===== src/pkg/pdcap_pkg.sv =====
// Package for the port device-capabilities word: offsets, fields, resets.
// Assumes a 32-bit classic Wishbone register bus on one core clock.
package pdcap_pkg;
  localparam logic [11:0] DEV_CAP_OFFSET = 12'h044;
  localparam logic [11:0] CAP_LOCK_OFFSET = 12'h0f0;
  localparam logic [3:0] PORT_TYPE_UPSTREAM = 4'h5;
  localparam logic [3:0] PORT_TYPE_DOWNSTREAM = 4'h6;
  localparam int MPS_LSB = 0;
  localparam int MPS_MSB = 2;
  localparam int PHANTOM_LSB = 3;
  localparam int EXT_TAG_BIT = 5;
  localparam int SHALLOW_LSB = 6;
  localparam int DEEP_LSB = 9;
  localparam int BUTTON_BIT = 12;
  localparam int ATT_LAMP_BIT = 13;
  localparam int PWR_LAMP_BIT = 14;
  localparam int ROLE_ERR_BIT = 15;
  localparam int PLV_LSB = 18;
  localparam int PLV_MSB = 25;
  localparam int PLS_LSB = 26;
  localparam int PLS_MSB = 27;
  localparam logic [2:0] MPS_RESET = 3'h4;
  localparam logic EXT_TAG_RESET = 1'b1;
  localparam logic ROLE_ERR_VALUE = 1'b1;
  localparam logic [7:0] PLV_RESET = 8'h00;
  localparam logic [1:0] PLS_RESET = 2'h0;
  localparam logic LOCK_RESET = 1'b0;
endpackage


===== src/hw/pdcap_capture.sv =====
// Slot power limit capture register for the upstream port.
// Assumes the message strobe is a one-cycle pulse on clk_i.
`timescale 1ns/1ps
module pdcap_capture (
  input wire logic clk_i,
  input wire logic sys_rst_i,
  input wire logic is_upstream_i,
  input wire logic msg_valid_i,
  input wire logic [7:0] msg_value_i,
  input wire logic [1:0] msg_scale_i,
  output logic [7:0] value_o,
  output logic [1:0] scale_o
);
  import pdcap_pkg::*;
  always_ff @(posedge clk_i) begin
    if (sys_rst_i) begin
      value_o <= PLV_RESET;
      scale_o <= PLS_RESET;
    end else if (!is_upstream_i) begin
      // Downstream ports never hold a limit
      value_o <= PLV_RESET; // [RULE7]
      scale_o <= PLS_RESET; // [RULE8]
    end else if (msg_valid_i) begin
      value_o <= msg_value_i; // [RULE7]
      scale_o <= msg_scale_i; // [RULE8]
    end
  end
endmodule


===== src/hw/pdcap_top.sv =====
// Device-capabilities word of one switch port, on classic Wishbone.
// Assumes port_type_i is static strap logic on clk_i; messages on clk_i.
//
// Overview of operation
// (RULE1) Max payload supported, bits 2:0, lockable writable, resets to 4.
// (RULE2) Phantom function support bits 4:3 read zero.
// (RULE3) Extended tag support bit 5, lockable writable, resets to one.
// (RULE4) Both endpoint exit latency fields read zero.
// (RULE5) Button and both indicator presence bits read zero.
// (RULE6) Role based error reporting bit 15 reads one.
// (RULE7) Upstream captures power limit value from each message; else zero.
// (RULE8) Upstream captures power limit scale from each message; else zero.
// (RULE9) Port type five is upstream, six downstream; selects capture.
// (RULE10) Reserved bits read zero; read-only field writes ignored.
// (RULE11) Lockable fields take writes only while the lock permits.
//
// Register access over Wishbone was chosen for this implementation.
`timescale 1ns/1ps
module pdcap_top (
  input wire logic clk_i,
  input wire logic sys_rst_i,
  input wire logic [3:0] port_type_i,
  input wire logic wb_cyc_i,
  input wire logic wb_stb_i,
  input wire logic wb_we_i,
  input wire logic [11:0] wb_adr_i,
  input wire logic [3:0] wb_sel_i,
  input wire logic [31:0] wb_dat_i,
  output logic [31:0] wb_dat_o,
  output logic wb_ack_o,
  input wire logic spl_msg_valid_i,
  input wire logic [7:0] spl_msg_value_i,
  input wire logic [1:0] spl_msg_scale_i
);
  import pdcap_pkg::*;

  logic [2:0] max_payload_supported_reg;
  logic extended_tag_support_reg;
  logic write_enable_reg;
  logic ack_reg;
  logic [31:0] rdata_reg;
  logic [7:0] captured_power_limit_value;
  logic [1:0] captured_power_limit_scale;
  logic is_upstream;
  logic req;
  logic sel_cap;
  logic sel_lock;
  logic [31:0] device_capability_word;

  assign is_upstream = (port_type_i == PORT_TYPE_UPSTREAM); // [RULE9]
  // New request only when no ack is pending, so each access acks once
  assign req = wb_cyc_i && wb_stb_i && !ack_reg;
  assign sel_cap = (wb_adr_i == DEV_CAP_OFFSET);
  assign sel_lock = (wb_adr_i == CAP_LOCK_OFFSET);

  pdcap_capture u_capture (
    .clk_i(clk_i),
    .sys_rst_i(sys_rst_i),
    .is_upstream_i(is_upstream),
    .msg_valid_i(spl_msg_valid_i),
    .msg_value_i(spl_msg_value_i),
    .msg_scale_i(spl_msg_scale_i),
    .value_o(captured_power_limit_value),
    .scale_o(captured_power_limit_scale)
  );

  // Fixed fields are constants; reserved bits fall out as zero
  always_comb begin
    device_capability_word = 32'h0000_0000; // [RULE2] [RULE4] [RULE5] [RULE10]
    device_capability_word[MPS_MSB:MPS_LSB] = max_payload_supported_reg;
    device_capability_word[EXT_TAG_BIT] = extended_tag_support_reg;
    device_capability_word[ROLE_ERR_BIT] = ROLE_ERR_VALUE; // [RULE6]
    device_capability_word[PLV_MSB:PLV_LSB] = captured_power_limit_value;
    device_capability_word[PLS_MSB:PLS_LSB] = captured_power_limit_scale;
  end

  // Lock control: bit 0 set opens the lockable fields to writes
  always_ff @(posedge clk_i) begin
    if (sys_rst_i) begin
      write_enable_reg <= LOCK_RESET;
    end else if (req && wb_we_i && sel_lock && wb_sel_i[0]) begin
      write_enable_reg <= wb_dat_i[0];
    end
  end

  // Only the lockable fields are stored; other writes fall away
  always_ff @(posedge clk_i) begin
    if (sys_rst_i) begin
      max_payload_supported_reg <= MPS_RESET; // [RULE1]
      extended_tag_support_reg <= EXT_TAG_RESET; // [RULE3]
    end else if (req && wb_we_i && sel_cap && wb_sel_i[0] &&
                 write_enable_reg) begin // [RULE11] [RULE10]
      max_payload_supported_reg <= wb_dat_i[MPS_MSB:MPS_LSB]; // [RULE1]
      extended_tag_support_reg <= wb_dat_i[EXT_TAG_BIT]; // [RULE3]
    end
  end

  // One wait state: ack one cycle after the strobe, unmapped reads zero
  always_ff @(posedge clk_i) begin
    if (sys_rst_i) begin
      ack_reg <= 1'b0;
      rdata_reg <= 32'h0000_0000;
    end else begin
      ack_reg <= req;
      if (req && !wb_we_i) begin
        if (sel_cap) begin
          rdata_reg <= device_capability_word;
        end else if (sel_lock) begin
          rdata_reg <= {31'h0, write_enable_reg};
        end else begin
          rdata_reg <= 32'h0000_0000;
        end
      end
    end
  end

  assign wb_ack_o = ack_reg;
  assign wb_dat_o = rdata_reg;

  // Port type is compared with the codes, not with is_upstream

  AST_ROLE_ERR_ONE: assert property ( // [RULE6]
    @(posedge clk_i) disable iff (sys_rst_i)
    device_capability_word[ROLE_ERR_BIT] == 1'b1)
    else $error("role based error bit not one");

  AST_PHANTOM_ZERO: assert property ( // [RULE2]
    @(posedge clk_i) disable iff (sys_rst_i)
    device_capability_word[PHANTOM_LSB+1:PHANTOM_LSB] == 2'h0)
    else $error("phantom function field not zero");

  AST_LATENCY_ZERO: assert property ( // [RULE4]
    @(posedge clk_i) disable iff (sys_rst_i)
    device_capability_word[SHALLOW_LSB+2:SHALLOW_LSB] == 3'h0 &&
    device_capability_word[DEEP_LSB+2:DEEP_LSB] == 3'h0)
    else $error("exit latency field not zero");

  AST_PRESENCE_ZERO: assert property ( // [RULE5]
    @(posedge clk_i) disable iff (sys_rst_i)
    !device_capability_word[BUTTON_BIT] &&
    !device_capability_word[ATT_LAMP_BIT] &&
    !device_capability_word[PWR_LAMP_BIT])
    else $error("presence bit not zero");

  AST_RESERVED_ZERO: assert property ( // [RULE10]
    @(posedge clk_i) disable iff (sys_rst_i)
    device_capability_word[17:16] == 2'h0 &&
    device_capability_word[31:28] == 4'h0)
    else $error("reserved bits not zero");

  // No disable here: this one is about the reset itself
  AST_RESET_VALUES: assert property ( // [RULE1] [RULE3] [RULE7] [RULE8]
    @(posedge clk_i)
    sys_rst_i |=> max_payload_supported_reg == MPS_RESET &&
    extended_tag_support_reg == EXT_TAG_RESET &&
    device_capability_word[PLS_MSB:PLV_LSB] == 10'h000)
    else $error("fields wrong after reset");

  AST_LOCK_RESET: assert property ( // [RULE11]
    @(posedge clk_i)
    sys_rst_i |=> !write_enable_reg && !wb_ack_o)
    else $error("lock open or ack high after reset");

  AST_LOCK_HOLDS: assert property ( // [RULE11]
    @(posedge clk_i) disable iff (sys_rst_i)
    !write_enable_reg |=> $stable(max_payload_supported_reg) &&
    $stable(extended_tag_support_reg))
    else $error("locked field changed");

  AST_WRITE_TAKES: assert property ( // [RULE1] [RULE3] [RULE11]
    @(posedge clk_i) disable iff (sys_rst_i)
    req && wb_we_i && sel_cap && wb_sel_i[0] && write_enable_reg |=>
    max_payload_supported_reg == $past(wb_dat_i[MPS_MSB:MPS_LSB]) &&
    extended_tag_support_reg == $past(wb_dat_i[EXT_TAG_BIT]))
    else $error("open write not stored");

  AST_NO_SEL_HOLDS: assert property ( // [RULE11]
    @(posedge clk_i) disable iff (sys_rst_i)
    req && wb_we_i && sel_cap && !wb_sel_i[0] |=>
    $stable(max_payload_supported_reg) && $stable(extended_tag_support_reg))
    else $error("field changed with byte lane off");

  AST_LOCK_WRITE: assert property ( // [RULE11]
    @(posedge clk_i) disable iff (sys_rst_i)
    req && wb_we_i && sel_lock && wb_sel_i[0] |=>
    write_enable_reg == $past(wb_dat_i[0]))
    else $error("lock write not stored");

  AST_CAPTURE: assert property ( // [RULE7] [RULE8] [RULE9]
    @(posedge clk_i) disable iff (sys_rst_i)
    port_type_i == PORT_TYPE_UPSTREAM && spl_msg_valid_i ##1
    port_type_i == PORT_TYPE_UPSTREAM |->
    device_capability_word[PLV_MSB:PLV_LSB] == $past(spl_msg_value_i) &&
    device_capability_word[PLS_MSB:PLS_LSB] == $past(spl_msg_scale_i))
    else $error("power limit not captured");

  AST_CAPTURE_HOLD: assert property ( // [RULE7] [RULE8]
    @(posedge clk_i) disable iff (sys_rst_i)
    port_type_i == PORT_TYPE_UPSTREAM && !spl_msg_valid_i ##1
    port_type_i == PORT_TYPE_UPSTREAM |->
    $stable(device_capability_word[PLS_MSB:PLV_LSB]))
    else $error("power limit moved without a message");

  AST_DOWN_ZERO: assert property ( // [RULE7] [RULE8] [RULE9]
    @(posedge clk_i) disable iff (sys_rst_i)
    port_type_i == PORT_TYPE_DOWNSTREAM ##1
    port_type_i == PORT_TYPE_DOWNSTREAM |->
    device_capability_word[PLS_MSB:PLV_LSB] == 10'h000)
    else $error("downstream power limit not zero");

  AST_ACK_AFTER_REQ: assert property (
    @(posedge clk_i) disable iff (sys_rst_i)
    req |=> wb_ack_o)
    else $error("request not acked after one cycle");

  AST_ACK_ONLY_REQ: assert property (
    @(posedge clk_i) disable iff (sys_rst_i)
    !req |=> !wb_ack_o)
    else $error("ack without a request");

  AST_ACK_PULSE: assert property (
    @(posedge clk_i) disable iff (sys_rst_i)
    wb_ack_o |=> !wb_ack_o)
    else $error("ack longer than one cycle");

  AST_CAP_READ: assert property (
    @(posedge clk_i) disable iff (sys_rst_i)
    req && !wb_we_i && sel_cap |=>
    wb_dat_o == $past(device_capability_word))
    else $error("capability read data wrong");

  AST_LOCK_READ: assert property ( // [RULE11]
    @(posedge clk_i) disable iff (sys_rst_i)
    req && !wb_we_i && sel_lock |=>
    wb_dat_o[31:1] == 31'h0 && wb_dat_o[0] == $past(write_enable_reg))
    else $error("lock read data wrong");

  AST_UNMAPPED_ZERO: assert property ( // [RULE10]
    @(posedge clk_i) disable iff (sys_rst_i)
    req && !wb_we_i && !sel_cap && !sel_lock |=>
    wb_dat_o == 32'h0000_0000)
    else $error("unmapped read not zero");

  AST_DAT_HOLDS: assert property (
    @(posedge clk_i) disable iff (sys_rst_i)
    !(req && !wb_we_i) |=> $stable(wb_dat_o))
    else $error("read data changed without a read");
endmodule


===== config.mk =====
export PLATFORM = sky130hd
export DESIGN_NAME = pdcap_top
export DESIGN_NICKNAME = d
export VERILOG_FILES = /design/src/pkg/pdcap_pkg.sv /design/src/hw/pdcap_capture.sv /design/src/hw/pdcap_top.sv
export SDC_FILE = /design/constraint.sdc
export NUM_CORES = 1
export LEC_CHECK = 0
export BUFFER_PORTS_ARGS = -buffer_cell sky130_fd_sc_hd__buf_2
export CAP_MARGIN = 15
export CORE_ASPECT_RATIO = 1.25
export CORE_MARGIN = 2
export CORE_UTILIZATION = 36
export DETAILED_ROUTE_END_ITERATION = 10
export PLACE_DENSITY = 0.75
export SYNTH_ARGS = -nofsm -noshare
export SYNTH_HDL_FRONTEND = slang
export SYNTH_SLANG_ARGS = --single-unit

===== constraint.sdc =====
create_clock -name clk_i -period 1.3 [get_ports clk_i]
set_input_delay 0.26 -clock clk_i [delete_from_list [all_inputs] [get_ports clk_i]]
set_output_delay 0.26 -clock clk_i [all_outputs]
set_load 0.02 [all_outputs]

* Word-level counts from Yosys, hierarchy flattened *
Index checks and enable logic that the tools add are counted.

storage, ports and cells
  word-level logic and storage cells = 25
  bits of input ports = 68
  register bits = 48

operators by class
  bitwise operators = 1
  equality and inequality tests = 3
  mux-type cells = 2
  reduce and logical (&&, ||, !) cells = 12

operators with widths
  operator                                        count
  two-way mux 28 bit                              1
  == test 12 x 7 -> 1 bit, second input constant  1
  == test 12 x 8 -> 1 bit, second input constant  1
  logical AND 1 bit                               9
  == test 4 x 3 -> 1 bit, second input constant   1
  logical NOT 1 bit                               2
  OR reduction 2 bit                              1
  two-way mux 1 bit                               1
  NOT 1 bit                                       1

* Depth between registers and ports, before layout *
  word-level depth = 6
  mapped depth = 7
  mapped depth without buffers = 4

* Modules after synthesis *
Synthesis repeated with hierarchy kept, for this count alone.

unflattened totals
  cell total of the unflattened synthesis = 141
  area, all modules = 1417.6 sq um

modules (own cells, without submodules)
  module         area each (sq um)  sequential area each (sq um)  cells an instance  instances
  pdcap_top      1057.3             420.4                         108                1
  pdcap_capture  360.3              200.2                         33                 1

* Worst setup path before layout *
Ideal clock, no wire load.

  path type = reg-to-reg
  start point = register ack_reg (netlist: wb_ack_o)
  end point = register rdata_reg[18] (netlist: wb_dat_o[18])
  required time = 1.165 ns
  buffers on the path = 3
  library setup time = 0.135 ns
  cell stages (with the launch flop) = 8
  arrival time = 1.359 ns
  slack = -0.194 ns
  period minus slack after synthesis = 1.494 ns
  path through = dfxtp_1 -> nand4bb_1 -> buf_2 -> and4b_1 -> buf_4 -> buf_12 -> a22oi_2 -> nor2_2

between the ends
  word-level cells in the longest chain between the ends = 3

RTL lines
  what                    RTL line          source
  from (decl)             pdcap_top.sv:40   logic ack_reg;
  from (signal assigned)  pdcap_top.sv:104  ack_reg <= req;
  logical NOT 1 bit       pdcap_top.sv:52   assign req = wb_cyc_i && wb_stb_i && !ack_reg;
  logical AND 1 bit       pdcap_top.sv:52
  logical AND 1 bit       pdcap_top.sv:105  if (req && !wb_we_i) begin
  to (signal assigned)    pdcap_top.sv:107  rdata_reg <= device_capability_word;
  to (signal assigned)    pdcap_top.sv:109  rdata_reg <= {31'h0, write_enable_reg};
  to (decl)               pdcap_top.sv:41   logic [31:0] rdata_reg;

Every way passes these cells.
A chain may end at the register's enable or synchronous reset.

* Worst setup path after layout *
  start point = register ack_reg (netlist: wb_ack_o)
  end point = register rdata_reg[20] (netlist: wb_dat_o[20])

Same word-level chain as after synthesis.

==> flow_metrics.env <==
export IMPL_status="complete, no violations"
export IMPL_largest_register_ff_count=15
export IMPL_postSynthAreaPerCell_um2=10.27
export IMPL_ys_async_sr_fraction=0
export IMPL_synthSimpleGateAreaFrac=0.2191
export IMPL_fraction_of_the_mapped_netlist_area_in_compound_gates=0.1385
export IMPL_synth_seq_cells=31
export IMPL_die_h_um=74.41
export IMPL_clk_insertion_delay_late_ns=0.27
export IMPL_synth_distinct_cells=30
export IMPL_ys_dominant_reg_cell="sky130_fd_sc_hd__dfxtp_1"
export IMPL_timing_critical_path_fanout_max=7
export IMPL_grt_total_usage=0.1423
export IMPL_fin_skew_ns=0.005600
export IMPL_holdCritStartpoint="wb_dat_i[2]"
export IMPL_die_w_um=60.33
export IMPL_drtAntennaViolNets=0
export IMPL_min_delay_worst_endpoint="max_payload_supported_reg[2]$_SDFFE_PP1P_"
export IMPL_post_route_min_period_ns=1.238
export IMPL_share_of_cell_area_taken_by_muxes_after_synthesis=0.07713
export IMPL_r2r_cells=5
export IMPL_synth_xor_area_frac=0
export IMPL_power_ir_vdd_worst_mv=0.5922
export IMPL_areaGrowthSynthToFinish_pct=29.10
export IMPL_antenna_found_initial=0
export IMPL_residual_drc=0
export IMPL_cts_buffer_depth=2
export IMPL_dr_iter_0_viols=33
export IMPL_cts_inserted_buffers=5
export IMPL_clkSlewWorstSetupHoldPaths_ns=0.06
export IMPL_hold_violations=0
export IMPL_timing_critical_path_slowest_cell_delay_ns=0.34
export IMPL_final_setup_vio_count=0
export IMPL_detailedPlacementHpwl_mm=2.220
export IMPL_grt_pass1_vias=1080
export IMPL_fillCellCount=395
export IMPL_cpMaxStageDelayCell="sky130_fd_sc_hd__dfxtp_4"
export IMPL_synth_edf_count=0
export IMPL_portBuffers=52
export IMPL_ff2ff_setup_slack_ns=0.06
export IMPL_cellPowerDensity_nw_per_um2=1062
export IMPL_syn_inst=139
export IMPL_synth_cell_area_um2=1428
export IMPL_end_kind="register"
export IMPL_clock_fmax_ghz=0.8079
export IMPL_layout_core_utilization=0.4869
export IMPL_reg2reg_to="wb_dat_o[20]$_SDFFE_PP0P_"
export IMPL_layout_drive_gt1_share=0.4724
export IMPL_floorplan_rows=25
export IMPL_count_of_boundary_i_o_pins=101
export IMPL_critical_path_source_type="register"
export IMPL_tritoncts_num_sinks=31
export IMPL_grt_overflow=0
export IMPL_htreeDepth=2
export IMPL_crit_path_cell_trace="nand4bb_4, and4b_2, buf_6, a22oi_1, nor2_1"
export IMPL_routed_via_density=4.490
export IMPL_grt_first_pass_wirelength_mm=4.726
export IMPL_synth_top_family_by_area="simple AND/OR/NAND/NOR gates"
export IMPL_wl_per_cell_um=11.57
export IMPL_layout_worst_path_cycle_share=0.9522
export IMPL_final_max_slew_viol_count=0
export IMPL_finalWirelength_mm=2.927
export IMPL_core_area_um2=3785
export IMPL_number_of_diodes_added_for_antenna_fixing=0
export IMPL_rsz_0062_raised_after_global_routing="yes"
export IMPL_die_area_um2=4488
export IMPL_path_class="reg -> reg"
export IMPL_synthesis_yosys_warnings=0
export IMPL_timing_hold_worst_path_depth=3
export IMPL_cts_hold_buf=0
export IMPL_hp_class="in -> reg"
export IMPL_synth_adder_area_share=0
export IMPL_critPathArrivalTime_ns=1.45
export IMPL_detail_route_first_pass_iterations=4
export IMPL_cellLeakagePower_nw=0.7994
export IMPL_synth_seq_area_share=0.4347
export IMPL_regToRegStartpoint="wb_ack_o$_SDFF_PP0_"
export IMPL_maximum_number_of_pins_on_one_net_before_global_route_repair=18
export IMPL_timing_setup_tns_ns=0
export IMPL_finalNetCount=266
export IMPL_vias=1136
export IMPL_drv_cap=0
export IMPL_dp_cells=244
export IMPL_initial_utilization=0.3772
export IMPL_timing_critical_path_required_ns=1.51
export IMPL_cts_tree="yes"
export IMPL_globalplace_congestion=0.7782
export IMPL_final_cells=253
export IMPL_ctsRootBufferMaster="sky130_fd_sc_hd__clkbuf_8"
worst max-delay path by stage:
stage          slack (ns)                start                                   endpoint  cells after the start
2_1_floorplan       -0.09  wb_ack_o$_SDFF_PP0_                  wb_dat_o[18]$_SDFFE_PP0P_                      7
3_3_place_gp        -0.13          wb_adr_i[4]                  wb_dat_o[20]$_SDFFE_PP0P_                      6
3_5_place_dp        -0.15          wb_adr_i[4]                  wb_dat_o[20]$_SDFFE_PP0P_                      6
4_1_cts             -0.02  wb_ack_o$_SDFF_PP0_                  wb_dat_o[19]$_SDFFE_PP0P_                      5
5_1_grt            -0.004  wb_ack_o$_SDFF_PP0_  max_payload_supported_reg[0]$_SDFFE_PP0P_                      4
6_report             0.06  wb_ack_o$_SDFF_PP0_                  wb_dat_o[20]$_SDFFE_PP0P_                      5
routing by layer:
metal  global-route usage  share of wire  wire [um]
met1               0.1531           0.41       1189
met2               0.2548           0.54       1568
met3              0.04696          0.053        154
met4              0.05185         0.0051         15
met5                    0              0          0
synth_stat cells (2+ instances only):
master                     number  share of area
sky130_fd_sc_hd__dfxtp_1       31           0.43
sky130_fd_sc_hd__buf_4         19           0.10
sky130_fd_sc_hd__nor2_1        15          0.039
sky130_fd_sc_hd__mux2i_1       11          0.077
sky130_fd_sc_hd__nor2_2        10          0.044
sky130_fd_sc_hd__a22oi_2        9          0.079
sky130_fd_sc_hd__nand3_1        7          0.025
sky130_fd_sc_hd__a22oi_1        5          0.026
sky130_fd_sc_hd__o21ai_0        4          0.014
sky130_fd_sc_hd__and2_1         3          0.013
sky130_fd_sc_hd__clkbuf_1       3         0.0079
sky130_fd_sc_hd__nand2_1        3         0.0079
sky130_fd_sc_hd__a21oi_1        2         0.0070
layout by cell type (no fill, tap or decap), types with 2 or more instances in the layout:
cell type,synthesis,layout
sky130_fd_sc_hd__and2_1,3,3
sky130_fd_sc_hd__nor2_1,15,15
sky130_fd_sc_hd__a22oi_2,9,10
sky130_fd_sc_hd__dfxtp_1,31,30
sky130_fd_sc_hd__nor2_2,10,10
sky130_fd_sc_hd__a21oi_1,2,2
sky130_fd_sc_hd__buf_6,0,2
sky130_fd_sc_hd__a22oi_1,5,4
sky130_fd_sc_hd__buf_2,1,52
sky130_fd_sc_hd__clkbuf_8,0,7
sky130_fd_sc_hd__o21ai_0,4,3
sky130_fd_sc_hd__mux2i_1,11,11
sky130_fd_sc_hd__buf_4,19,5
sky130_fd_sc_hd__nand2_1,3,3
sky130_fd_sc_hd__conb_1,1,17
sky130_fd_sc_hd__nand3_1,7,7
where the power goes:
| group | internal, mW | total, mW | switching [mW] | leakage [nW] |
|---|---|---|---|---|
| clock network | 0.482 | 0.809 | 0.327 | 0.0515 |
| registers | 0.952 | 0.954 | 0.00188 | 0.251 |
| logic | 0.0787 | 0.194 | 0.115 | 0.497 |
| total | 1.51 | 1.96 | 0.444 | 0.799 |
critical path: cells and delay by family (launching register included):
family	cells	cell delay, ns
buf+inv	1	0.15
flops	1	0.34
compound gates	1	0.07
simple gates	3	0.61
cell families (layout without fill, tap and decap cells):
logic type	after synthesis	in the layout
flops	31	31
simple gates	49	49
buf+inv	25	69
mux	11	11
compound gates	22	22
other cells	1	17
area by class of cell:
cell class | count | area [um^2] | area share
tap | 54 | 67.56 | 0.03666
timing repair buffer | 60 | 340.3 | 0.1847
multi-input combinational | 99 | 706.9 | 0.3836
sequential | 31 | 624.3 | 0.3388
clock buffer | 8 | 100.1 | 0.05431
inverter | 1 | 3.754 | 0.002037
stage by stage:
step	hold WS, ns	instance area [um^2]	worst slack (ns)	total power [mW]
floorplan	0.4024	1495	-0.08503	1.119
global placement	0.4695	1705	-0.1337	1.159
detailed placement	0.4702	1705	-0.1528	1.161
CTS	0.2144	1805	-0.02036	1.973
global route	0.2382	1843	-0.003506	2.041
finish	0.2194	1843	0.06215	1.957
repair_timing:
action	in CTS	in global routing
buffers inserted	0	1
pin swaps	0	2
endpoints found under the setup margin	5	16
gates resized for setup	0	6
hold endpoints to repair	0	0
Note: power is estimated with default switching activity, not from simulation.
